==> src/rtl/wdg_pkg.sv <==
package wdg_pkg;
	// =====================================================
	// Register map.
	// =====================================================
	// Address of the configuration register in special-function space.
	localparam logic [7:0] WDG_CFG_ADDR = 8'h91;
	// Reset value of the configuration register.
	localparam logic [7:0] WDG_CFG_RESET = 8'h00;
	// Field positions.
	localparam int WDG_PERIOD_HI = 7;
	localparam int WDG_PERIOD_LO = 4;
	localparam int WDG_TOVF_BIT = 3;
	localparam int WDG_MODE_BIT = 2;
	localparam int WDG_EXP_BIT = 1;
	localparam int WDG_RST_BIT = 0;
	// Width of the prescaler and of the period counter.
	localparam int WDG_PRE_W = 14;
	localparam int WDG_CNT_W = 14;
	// Value one past the largest period constant.
	localparam logic [14:0] WDG_CNT_TOP = 15'h4000;
	// Timer mode code that is refused.
	localparam logic [3:0] WDG_CODE_SHORTEST = 4'h0;

	// Period constant for each period code.
	function automatic logic [13:0] wdg_period_const(input logic [3:0] code);
		logic [13:0] v;
		v = 14'h0000;
		unique case (code)
			4'h0: v = 14'h3FFF;
			4'h1: v = 14'h3FFE;
			4'h2: v = 14'h3FFD;
			4'h3: v = 14'h3FFB;
			4'h4: v = 14'h3FF4;
			4'h5: v = 14'h3FE8;
			4'h6: v = 14'h3FCF;
			4'h7: v = 14'h3F86;
			4'h8: v = 14'h3F49;
			4'h9: v = 14'h3F0C;
			4'hA: v = 14'h3E9E;
			4'hB: v = 14'h3B3B;
			4'hC: v = 14'h38D9;
			4'hD: v = 14'h3677;
			4'hE: v = 14'h2364;
			4'hF: v = 14'h0000;
		endcase
		return v;
	endfunction
endpackage

==> src/rtl/wdg_tick_if.sv <==
// Carries the prescaler tick from the divider to the period counter.
interface wdg_tick_if;
	logic run;
	logic clear;
	logic tick;
	modport src (input run, input clear, output tick);
	modport dst (output run, output clear, input tick);
endinterface

==> src/rtl/wdg_prescaler.sv <==
// Divide-by-two stage followed by the 14-bit prescaler.
module wdg_prescaler
	import wdg_pkg::*;
#(
	parameter int PRE_W = WDG_PRE_W
) (
	input wire logic mclk,
	input wire logic reset,
	wdg_tick_if.src tk
);
	// =====================================================
	// Elaboration check.
	// =====================================================
	if (PRE_W < 1) begin : g_bad
		$error("Prescaler width must be at least one.");
	end

	// Half-rate toggle and prescaler count.
	logic half;
	logic next_half;
	logic [PRE_W-1:0] pre;
	logic [PRE_W-1:0] next_pre;
	logic tick_q;
	logic next_tick;

	// The chain always runs on mclk, never on the divided core clock. [RULE6]
	// A pause holds the progress made so far instead of discarding it, and a tick
	// already issued is kept until the counter can take it, so no count is lost.
	always_comb begin
		next_half = half;
		next_pre = pre;
		next_tick = 1'b0;
		if (tk.clear) begin
			next_half = 1'b0;
			next_pre = '0;
		end else if (tk.run) begin
			next_half = ~half; // [RULE5]
			if (half) begin
				next_pre = pre + PRE_W'(1); // [RULE1]
				next_tick = &pre;
			end
		end else begin
			// Paused: everything holds, the pending tick included. [RULE20]
			next_tick = tick_q;
		end
	end

	// Registers only.
	always_ff @(posedge mclk) begin
		if (reset) begin
			half <= 1'b0;
			pre <= '0;
			tick_q <= 1'b0;
		end else begin
			half <= next_half;
			pre <= next_pre;
			tick_q <= next_tick;
		end
	end

	assign tk.tick = tick_q;
endmodule

==> src/rtl/wdg_timer.sv <==
// =====================================================
// What this block does
// [RULE1] Count through 14-bit prescaler from system clock.
// [RULE2] Watchdog mode expiry resets the processor.
// [RULE3] Period code sits in bits 7 to 4.
// [RULE4] Each code maps to fixed period constant.
// [RULE5] Timeout is 2*16384*(0x4000-constant) clocks.
// [RULE6] Clock divider never slows the count.
// [RULE7] Shortest code unsupported in timer mode.
// [RULE8] Mode bit 2 selects timer or watchdog.
// [RULE9] Writing mode bit clears the count.
// [RULE10] Timer mode expiry sets overflow flag bit 3.
// [RULE11] Expiry flag bit 1, write one clears.
// [RULE12] Restart only on zero-then-one write pair.
// [RULE13] New period applies only via restart pair.
// [RULE14] Timeout may deviate by about 200 us.
// [RULE15] Reading the restart bit has no effect.
// [RULE16] Software uses divider with external crystal.
// [RULE17] Software may later restore full speed.
// [RULE18] No crystal defect modelled on internal oscillator.
// [RULE19] Timer mode never raises an interrupt.
// [RULE20] Counts only while peripheral enable is set.
// [RULE21] Reset clears all configuration bits.
// =====================================================
module wdg_timer
	import wdg_pkg::*;
#(
	parameter int CNT_W = WDG_CNT_W
) (
	input wire logic mclk,
	input wire logic reset,
	input wire logic [7:0] sfr_addr,
	input wire logic sfr_wr,
	input wire logic [7:0] sfr_wdata,
	input wire logic sfr_rd,
	input wire logic periph_enable,
	output logic [7:0] sfr_rdata,
	output logic cpu_reset_req
);
	// =====================================================
	// Elaboration check.
	// =====================================================
	if (CNT_W != WDG_CNT_W) begin : g_bad
		$error("Period counter width must match the period table.");
	end

	// Configuration register fields.
	logic [3:0] period_code;
	logic timer_mode_select;
	logic timer_overflow_flag;
	logic expiry_flag;
	logic restart_bit;
	// Period constant latched at the last restart.
	logic [13:0] active_const;
	// Period counter and expiry state.
	logic [CNT_W-1:0] cnt;
	logic running;
	logic fire;
	logic [7:0] rdata;

	logic [3:0] next_period_code;
	logic next_timer_mode_select;
	logic next_timer_overflow_flag;
	logic next_expiry_flag;
	logic next_restart_bit;
	logic [13:0] next_active_const;
	logic [CNT_W-1:0] next_cnt;
	logic next_running;
	logic next_fire;
	logic [7:0] next_rdata;

	// Register write strobe and restart detection.
	logic wr_hit;
	logic restart;
	logic mode_wr;
	logic expire;

	wdg_tick_if tk();

	// Reading is free of side effects; only writes restart. [RULE15]
	assign wr_hit = sfr_wr && (sfr_addr == WDG_CFG_ADDR);
	// Restart needs a stored zero followed by a written one. [RULE12]
	// The pair is taken on mclk alone, so it works whatever the clock source. [RULE18]
	assign restart = wr_hit && !restart_bit && sfr_wdata[WDG_RST_BIT];
	// Any write to the register clears the count, except a restart, which loads the period constant. [RULE9]
	assign mode_wr = wr_hit;
	// Expiry once the counter would pass the top value. [RULE5]
	// The registered tick adds one cycle of latency, far inside the drift. [RULE14]
	assign expire = running && periph_enable && tk.tick
		&& ({1'b0, cnt} == (WDG_CNT_TOP - 15'h0001));

	// Prescaler runs only while enabled. [RULE20]
	assign tk.run = periph_enable && running;
	assign tk.clear = restart || mode_wr;

	wdg_prescaler #(.PRE_W(WDG_PRE_W)) u_pre (
		.mclk(mclk),
		.reset(reset),
		.tk(tk)
	);

	// =====================================================
	// Next-state logic.
	// =====================================================
	always_comb begin
		next_period_code = period_code;
		next_timer_mode_select = timer_mode_select;
		next_timer_overflow_flag = timer_overflow_flag;
		next_expiry_flag = expiry_flag;
		next_restart_bit = restart_bit;
		next_active_const = active_const;
		next_cnt = cnt;
		next_running = running;
		next_fire = 1'b0;
		if (wr_hit) begin
			next_period_code = sfr_wdata[WDG_PERIOD_HI:WDG_PERIOD_LO]; // [RULE3]
			next_timer_mode_select = sfr_wdata[WDG_MODE_BIT]; // [RULE8]
			next_restart_bit = sfr_wdata[WDG_RST_BIT];
			if (sfr_wdata[WDG_EXP_BIT]) begin
				next_expiry_flag = 1'b0; // [RULE11]
				next_timer_overflow_flag = 1'b0;
			end
			next_cnt = '0; // [RULE9]
		end
		if (restart) begin
			// Period applies only here, not on the plain write. [RULE13]
			next_active_const = wdg_period_const(sfr_wdata[WDG_PERIOD_HI:WDG_PERIOD_LO]); // [RULE4]
			next_cnt = next_active_const;
			// Shortest code is refused in timer mode: the timer stays idle. [RULE7]
			next_running = !(sfr_wdata[WDG_MODE_BIT]
				&& sfr_wdata[WDG_PERIOD_HI:WDG_PERIOD_LO] == WDG_CODE_SHORTEST);
		end else if (running && periph_enable && tk.tick && !wr_hit) begin // [RULE20]
			if (expire) begin
				next_cnt = active_const;
			end else begin
				next_cnt = cnt + CNT_W'(1);
			end
		end
		// An expiry is never lost to a write in the same cycle: the set wins over a
		// written clear, and the write only restarts the count. [RULE11]
		if (expire) begin
			next_expiry_flag = 1'b1;
			if (timer_mode_select) begin
				next_timer_overflow_flag = 1'b1; // [RULE10]
			end else begin
				next_fire = 1'b1; // [RULE2]
			end
		end
	end

	// Read data; no interrupt exists for timer mode. [RULE19]
	always_comb begin
		next_rdata = {period_code, timer_overflow_flag, timer_mode_select,
			expiry_flag, restart_bit};
	end

	// =====================================================
	// Registers.
	// =====================================================
	always_ff @(posedge mclk) begin
		if (reset) begin
			period_code <= WDG_CFG_RESET[WDG_PERIOD_HI:WDG_PERIOD_LO]; // [RULE21]
			timer_mode_select <= WDG_CFG_RESET[WDG_MODE_BIT];
			timer_overflow_flag <= WDG_CFG_RESET[WDG_TOVF_BIT];
			expiry_flag <= WDG_CFG_RESET[WDG_EXP_BIT];
			restart_bit <= WDG_CFG_RESET[WDG_RST_BIT];
			// The count starts from the constant of the reset period code. [RULE21]
			active_const <= wdg_period_const(WDG_CFG_RESET[WDG_PERIOD_HI:WDG_PERIOD_LO]);
			cnt <= wdg_period_const(WDG_CFG_RESET[WDG_PERIOD_HI:WDG_PERIOD_LO]);
			running <= 1'b1;
			fire <= 1'b0;
			rdata <= WDG_CFG_RESET;
		end else begin
			period_code <= next_period_code;
			timer_mode_select <= next_timer_mode_select;
			timer_overflow_flag <= next_timer_overflow_flag;
			expiry_flag <= next_expiry_flag;
			restart_bit <= next_restart_bit;
			active_const <= next_active_const;
			cnt <= next_cnt;
			running <= next_running;
			fire <= next_fire;
			rdata <= next_rdata;
		end
	end

	assign sfr_rdata = rdata;
	assign cpu_reset_req = fire;
endmodule

==> config.mk <==
export PLATFORM = sky130hd
export DESIGN_NAME = wdg_timer
export DESIGN_NICKNAME = d
export VERILOG_FILES = /design/src/rtl/wdg_pkg.sv /design/src/rtl/wdg_tick_if.sv /design/src/rtl/wdg_prescaler.sv /design/src/rtl/wdg_timer.sv
export SDC_FILE = /design/constraint.sdc
export NUM_CORES = 1
export LEC_CHECK = 0
export ABC_AREA = 1
export BUFFER_PORTS_ARGS = -buffer_cell sky130_fd_sc_hd__buf_2
export CAP_MARGIN = 20
export CORE_MARGIN = 2
export CORE_UTILIZATION = 59
export CTS_CLUSTER_DIAMETER = 50
export DETAILED_ROUTE_END_ITERATION = 8
export HOLD_SLACK_MARGIN = 0.12
export PLACE_DENSITY_LB_ADDON = 0.3
export SETUP_SLACK_MARGIN = 0.2
export SYNTH_ARGS = -nofsm -noshare
export SYNTH_HDL_FRONTEND = slang
export SYNTH_SLANG_ARGS = --single-unit
==> constraint.sdc <==
create_clock -name mclk -period 1.7 [get_ports mclk]
set_clock_uncertainty 0.05 [all_clocks]
set_input_delay 0 -clock mclk [delete_from_list [all_inputs] [get_ports mclk]]
set_output_delay 0 -clock mclk [all_outputs]
set_load 0.01 [all_outputs]
==> summary.txt, run 1 <==
Status
  • Status: complete, no violations

GRT
  • Initial antenna violation count: 0
  • Met1 Track Usage GR: 34.3%
  • Vias in the first global route: 3,068
  • M3 GR Usage: 5.88%
  • Largest net degree at the start of global routing: 32
  • Met2 usage: 45.8%
  • GR peak layer: met2
  • Tot GR Track Use: 27.4%
  • GRT overflow: 0
  • First-pass GRT wire length: 13,700 um

Worst setup path
  • Maximum fanout along the worst path: 7
  • Worst EP arrival: 1720 ps
  • Worst R2R Path Depth: 9
  • WP data required: 1870 ps
  • Setup crit end kind: register
  • Kind of critical path: reg -> reg
  • Crit start category: register

Routing
  • Vias: 3,447
  • Routed wire length: 8690 um
  • ANT nets after route: 0
  • Drt initial violations: 308
  • Avg WL per Cell: 13.7 um
  • Initial DRT Pass Iterations: 5
  • DRC: 0
  • Via-per-instance ratio: 5.42

Placement
  • Routability cong.: 0.879
  • DP HPWL: 5650 um
  • Buffers on Ports: 27

Timing
  • Tcrit/Tclk final: 91.3%
  • Slew Limit Fails: 0
  • Unrepaired setup endpoints after global routing: yes
  • Slew headroom: 74.7%
  • Final Setup Violations: 0
  • Final TNS setup: 0 ps
  • Max Freq: 0.644 GHz
  • Worst slew pin tran: 379 ps
  • Final Hold Vio Count: 0
  • Tmin final: 1550 ps

Power
  • Pwr dens: 681 mW/mm^2
  • VDD IR max: 464 uV
  • Leak: 2.16 nW

CTS
  • # clock sinks: 62
  • CTS buffer count: 9
  • Clock root buffer: clkbuf_8
  • Clk pin slew, worst setup/hold paths: 80 ps
  • Clk_lat worst skew: 350 ps
  • CTS H-tree lvls: 3
  • Max Root-Sink Buffers: 2
  • CTS tree: done

Synthesis
  • Most common cell in the netlist: nand2_1
  • Top post-synthesis cells by count: nand2_1 (119), nand3_1 (71), inv_1 (65)
  • Netlist cell types: 36
  • Synth Register Bits: 62
  • Top post-synthesis cells by area: dfxtp_1 (36%), nand2_1 (13%), nand3_1 (10%)
  • Seq/Total Area, Yosys: 36.5%
  • Post-synthesis compound-gate area fraction: 7.65%
  • Synth Cell Area: 0.00340 sq mm
  • Simple-Gate Fraction of Synth Area: 40.1%
  • Largest family of logic cells by synthesized area: simple AND/OR/NAND/NOR gates
  • Yosys warning count: 0
  • Syn_area_per_cell: 6.82 sq um
  • Ys flop type: dfxtp_1
  • Area share of fa/ha/maj cells after synthesis: 3.68%
  • Mux share of post-synthesis cell area: 0%
  • Synth async-reset ratio: 0%
  • Area share of the largest cell type after synthesis: 36.5%
  • Leading area contributor after synthesis: dfxtp_1
  • Post-Synth XOR/XNOR Area: 1.55%
  • Post-synth EDFFs: 0
  • Syn nets: 530
  • Mapped Cells: 499

Layout
  • Synth-to-Final Area Change: 24.0%
  • N_diodes: 0
  • Fraction of layout cells with a size suffix above 1: 20.9%
  • Layout net count: 590
  • Utilization after layout: 76.1%

Job
  • Max Cap Viol: 0

Floorplanning
  • Total I/O pin count: 30
  • Die Span X: 79.9 um
  • Cell Rows: 27
  • Die H: 79.9 um
  • Initial Util: 61.4%
  • CORE AREA: 0.00554 sq mm
  • Die Area: 0.00639 sq mm

Hold path
  • Hold Path Depth: 6
  • Hold Path Class: in -> reg
-- final cells by class --
| class | count | area [sq um] |
|---|---|---|
| Timing Repair Buffer | 66 | 503 |
| Sequential cell | 62 | 1250 |
| Fill cell | 400 | 1330 |
| Clock inverter | 6 | 37.5 |
| Multi-Input combinational cell | 349 | 1920 |
| Inverter | 71 | 274 |
| Clock buffer | 10 | 138 |
| Tap cell | 72 | 90.1 |
-- kinds of logic (layout without fill, tap and decap cells) --
kind of cell,count (synthesis),count (layout)
fa+ha+maj,10,10
xor+xnor,6,6
flops,62,62
simple gates,284,284
compound gates,49,49
buf+inv,88,153
-- placed cells by master, fill, tap and decap left out, types with 11 or more instances in the layout --
cell,n
dlygate4sd3_1,16
buf_4,20
nor2_2,11
nand3_1,70
buf_2,26
inv_1,63
o21ai_0,19
a21oi_1,20
nand2_1,114
dfxtp_1,52
nor2_1,32
nand4_1,13
nand3b_1,15
-- per-stage QoR --
step | power, mW | hold WS [ps] | setup slack [ps] | cell area [sq um] | std cells
finish | 2.87 | 144 | 148 | 4220 | 636
global route | 2.95 | 178 | 81.0 | 4220 | 636
CTS | 2.83 | 127 | 187 | 4070 | 631
detailed placement | 1.68 | 210 | 79.3 | 3680 | 597
global placement | 1.68 | 209 | 143 | 3680 | 597
floorplan | 1.62 | 99.8 | 219 | 3400 | 499
-- sequential cells by signal (all words and copies together) (netlist names), 4 cells and up --
register	cells
u_pre.pre	14
sfr_rdata	8
cnt	14
active_const	14
period_code	4
-- critical path, stage by stage, from the launching register on --
cell      delay, ps
dfxtp_2         360
ha_4            150
nand2_4          50
nor2_4          120
nand2_4          90
nor2_8          160
buf_12          140
nand3b_1        110
nand3_1         100
nand3_1          80
-- path summary, 6_finish.rpt --
kind	start	to	slack, ps
setup reg to reg	cnt[1]$_SDFFE_PP1P_	cnt[11]$_SDFFE_PP1P_	150
setup / recovery	cnt[1]$_SDFFE_PP1P_	cnt[11]$_SDFFE_PP1P_	150
hold / removal	sfr_addr[6]	cnt[2]$_SDFFE_PP1P_	140
hold reg to reg	period_code[0]$_SDFFE_PP0P_	sfr_rdata[4]$_SDFF_PP0_	370
-- repair_timing --
item,4_1_cts,5_1_grt
resized for setup,9,36
gates cloned,0,0
setup endpoints to repair,15,39
endpoints found under the hold margin,40,0
setup buffers,2,5
pin swaps,5,15
hold buffers,16,0
-- power by group --
| part | switching, mW | internal (mW) | leakage [nW] |
|---|---|---|---|
| clock | 0.604 | 0.559 | 0.0841 |
| sequential | 0.00575 | 1.46 | 0.499 |
| combinational | 0.142 | 0.101 | 1.58 |
| total | 0.751 | 2.12 | 2.16 |
-- routing by layer --
metal	up-vias	wire length [um]
li1	1729	-
met1	1564	3590
met2	129	4410
met3	25	478
met4	0	218
met5	-	0
Power figures use the tool's default switching activity.
==> run 2: changes to the inputs <==
--- a/config.mk
+++ b/config.mk
@@ -9,7 +9,7 @@
 export BUFFER_PORTS_ARGS = -buffer_cell sky130_fd_sc_hd__buf_2
 export CAP_MARGIN = 20
 export CORE_MARGIN = 2
-export CORE_UTILIZATION = 59
+export CORE_UTILIZATION = 40
 export CTS_CLUSTER_DIAMETER = 50
 export DETAILED_ROUTE_END_ITERATION = 8
 export HOLD_SLACK_MARGIN = 0.12
==> run 2 against run 1 <==
Against the previous run:
- final cell count up 6.3%
- global-route usage is 7.3 points lower
- largest power group unchanged
- critical path type unchanged
- setup slack gained 33 ps
- fmax rose by 2.2%
- worst hold slack better by 9.5 ps
- count of clock-buffer cells in the layout fell by 1
==> summary.txt, run 2 (same netlist as run 1, synthesis figures left out) <==
Worst setup path
  • Crit start category: register
  • Kind of critical path: reg -> reg
  • Worst EP arrival: 1700 ps
  • Maximum fanout along the worst path: 5
  • WP data required: 1890 ps
  • Setup crit end kind: register

Placement
  • Buffers on Ports: 27
  • DP HPWL: 5890 um
  • DP Cell Count: 632
  • Routability cong.: 0.841

Layout
  • Utilization after layout: 52.7%
  • Non-filler cells, final: 676
  • # fillers: 795
  • Synth-to-Final Area Change: 27.3%
  • Multi-input gate area: 0.00196 sq mm
  • N_diodes: 0
  • Layout net count: 597
  • Most frequent cells in the layout: nand2_1 (116), nand3_1 (67), inv_1 (63), dfxtp_1 (54), nor2_1 (29)
  • Largest regs: active_const x14, cnt x14, u_pre.pre x14
  • Commonest non-fill, non-tap cell in the layout: nand2_1
  • Fraction of layout cells with a size suffix above 1: 22.2%
  • Register Area: 0.00125 sq mm

Floorplanning
  • Cell Rows: 33
  • Die Area: 0.00926 sq mm
  • CORE AREA: 0.00822 sq mm
  • Total I/O pin count: 30
  • Die H: 96.2 um
  • Die Span X: 96.2 um
  • Initial Util: 41.4%

GRT
  • First-pass GRT wire length: 14,200 um
  • Initial antenna violation count: 0
  • Largest net degree at the start of global routing: 32
  • Vias in the first global route: 3,112
  • Tot GR Track Use: 20.0%
  • GRT overflow: 0

Routing
  • Via-per-instance ratio: 4.96
  • Drt initial violations: 192
  • Routed wire length: 8700 um
  • DRC: 0
  • Initial DRT Pass Iterations: 4
  • ANT nets after route: 0
  • Avg WL per Cell: 12.9 um
  • Vias: 3,350

CTS
  • Clock root buffer: clkbuf_8
  • Clk pin slew, worst setup/hold paths: 80 ps
  • Clk_lat worst skew: 350 ps
  • Max Root-Sink Buffers: 2
  • CTS buffer count: 9
  • # clock sinks: 62
  • CTS H-tree lvls: 3
  • CTS tree: done

Timing
  • Final Setup Violations: 0
  • Max Freq: 0.658 GHz
  • Final TNS setup: 0 ps
  • Slew headroom: 76.4%
  • Slew Limit Fails: 0
  • Worst slew pin tran: 350 ps
  • Tcrit/Tclk final: 89.4%
  • Unrepaired setup endpoints after global routing: yes
  • Final Hold Vio Count: 0
  • Tmin final: 1520 ps

Status
  • Status: complete, no violations

Power
  • VDD IR max: 558 uV
  • Pwr dens: 706 mW/mm^2
  • Leak: 2.20 nW
  • NetSw: 0.804 mW
  • Int Power: 2.25 mW
  • Logic pwr share: 7.8%
  • Sw frac: 26.3%
  • Part of the power in registers: 47.8%
  • Clock Power Share: 44.4%

Hold path
  • Hold Path Class: in -> reg

Job
  • Max Cap Viol: 0
[run 2: changes by cell type in the layout (fill, tap and decap cells not counted), moves of 3 or more]
cell,before,now
buf_4,20,25
clkinvlp_4,5,1
nand3_2,2,6
nand3_1,70,67
nor2_1,32,29
nor2_4,5,8
[run 2: final cells by class]
class / instances / area share (%)
multi-input combinational: 352 / 45.2
tap: 105 / 3.03
clock inverter: 7 / 1.88
clock buffer: 9 / 2.86
timing repair buffer: 70 / 11.9
inverter: 71 / 6.24
sequential: 62 / 28.9
[run 2: final timing paths]
path | startpoint | endpoint | slack (ps) | depth (start not counted)
min | sfr_addr[1] | timer_overflow_flag$_SDFF_PP0_ | 150 | 5
min reg2reg | timer_overflow_flag$_SDFF_PP0_ | sfr_rdata[3]$_SDFF_PP0_ | 370 | 2
max | cnt[4]$_SDFFE_PP1P_ | cnt[4]$_SDFFE_PP1P_ | 180 | 8
max reg2reg | cnt[4]$_SDFFE_PP1P_ | cnt[4]$_SDFFE_PP1P_ | 180 | 8
[run 2: power by group through the flow]
stage               clock network (mW)  registers [mW]  logic (mW)
floorplan                            0            1.49       0.121
global placement                     0            1.49       0.185
detailed placement                   0            1.50       0.187
CTS                               1.39            1.46       0.220
global route                      1.46            1.46       0.263
finish                            1.36            1.46       0.238
[run 2: through the flow]
step                power (mW)  hold slack, ps  setup slack [ps]  instance area (sq um)
floorplan                 1.62            99.8               219                   3400
global placement          1.68             238               101                   3710
detailed placement        1.68             256              76.5                   3710
CTS                       3.07             151               181                   4170
global route              3.18             173               117                   4330
finish                    3.06             153               181                   4330
[run 2: routing by layer]
| metal | wire length, um | track usage (%) | part of all wire [%] |
|---|---|---|---|
| met1 | 3830 | 22.9 | 44 |
| met2 | 4360 | 35.2 | 50 |
| met3 | 338 | 4.70 | 3.9 |
| met4 | 169 | 9.05 | 1.9 |
| met5 | 0 | 0 | 0 |
[run 2: critical path, stage by stage (launching register included)]
cell,delay [ps]
dfxtp_1,400
nand2_1,100
nor2_2,190
nand2_4,110
nor2_8,180
buf_6,140
nand3b_1,80
nand3_1,80
nand3b_1,70
[run 2: repair_timing]
item | in CTS | in global routing
setup endpoints to repair | 16 | 44
hold endpoints to repair | 40 | 0
gates cloned | 2 | 1
gates resized for setup | 11 | 36
hold buffers | 16 | 0
pin swaps | 8 | 12
setup buffers | 3 | 6
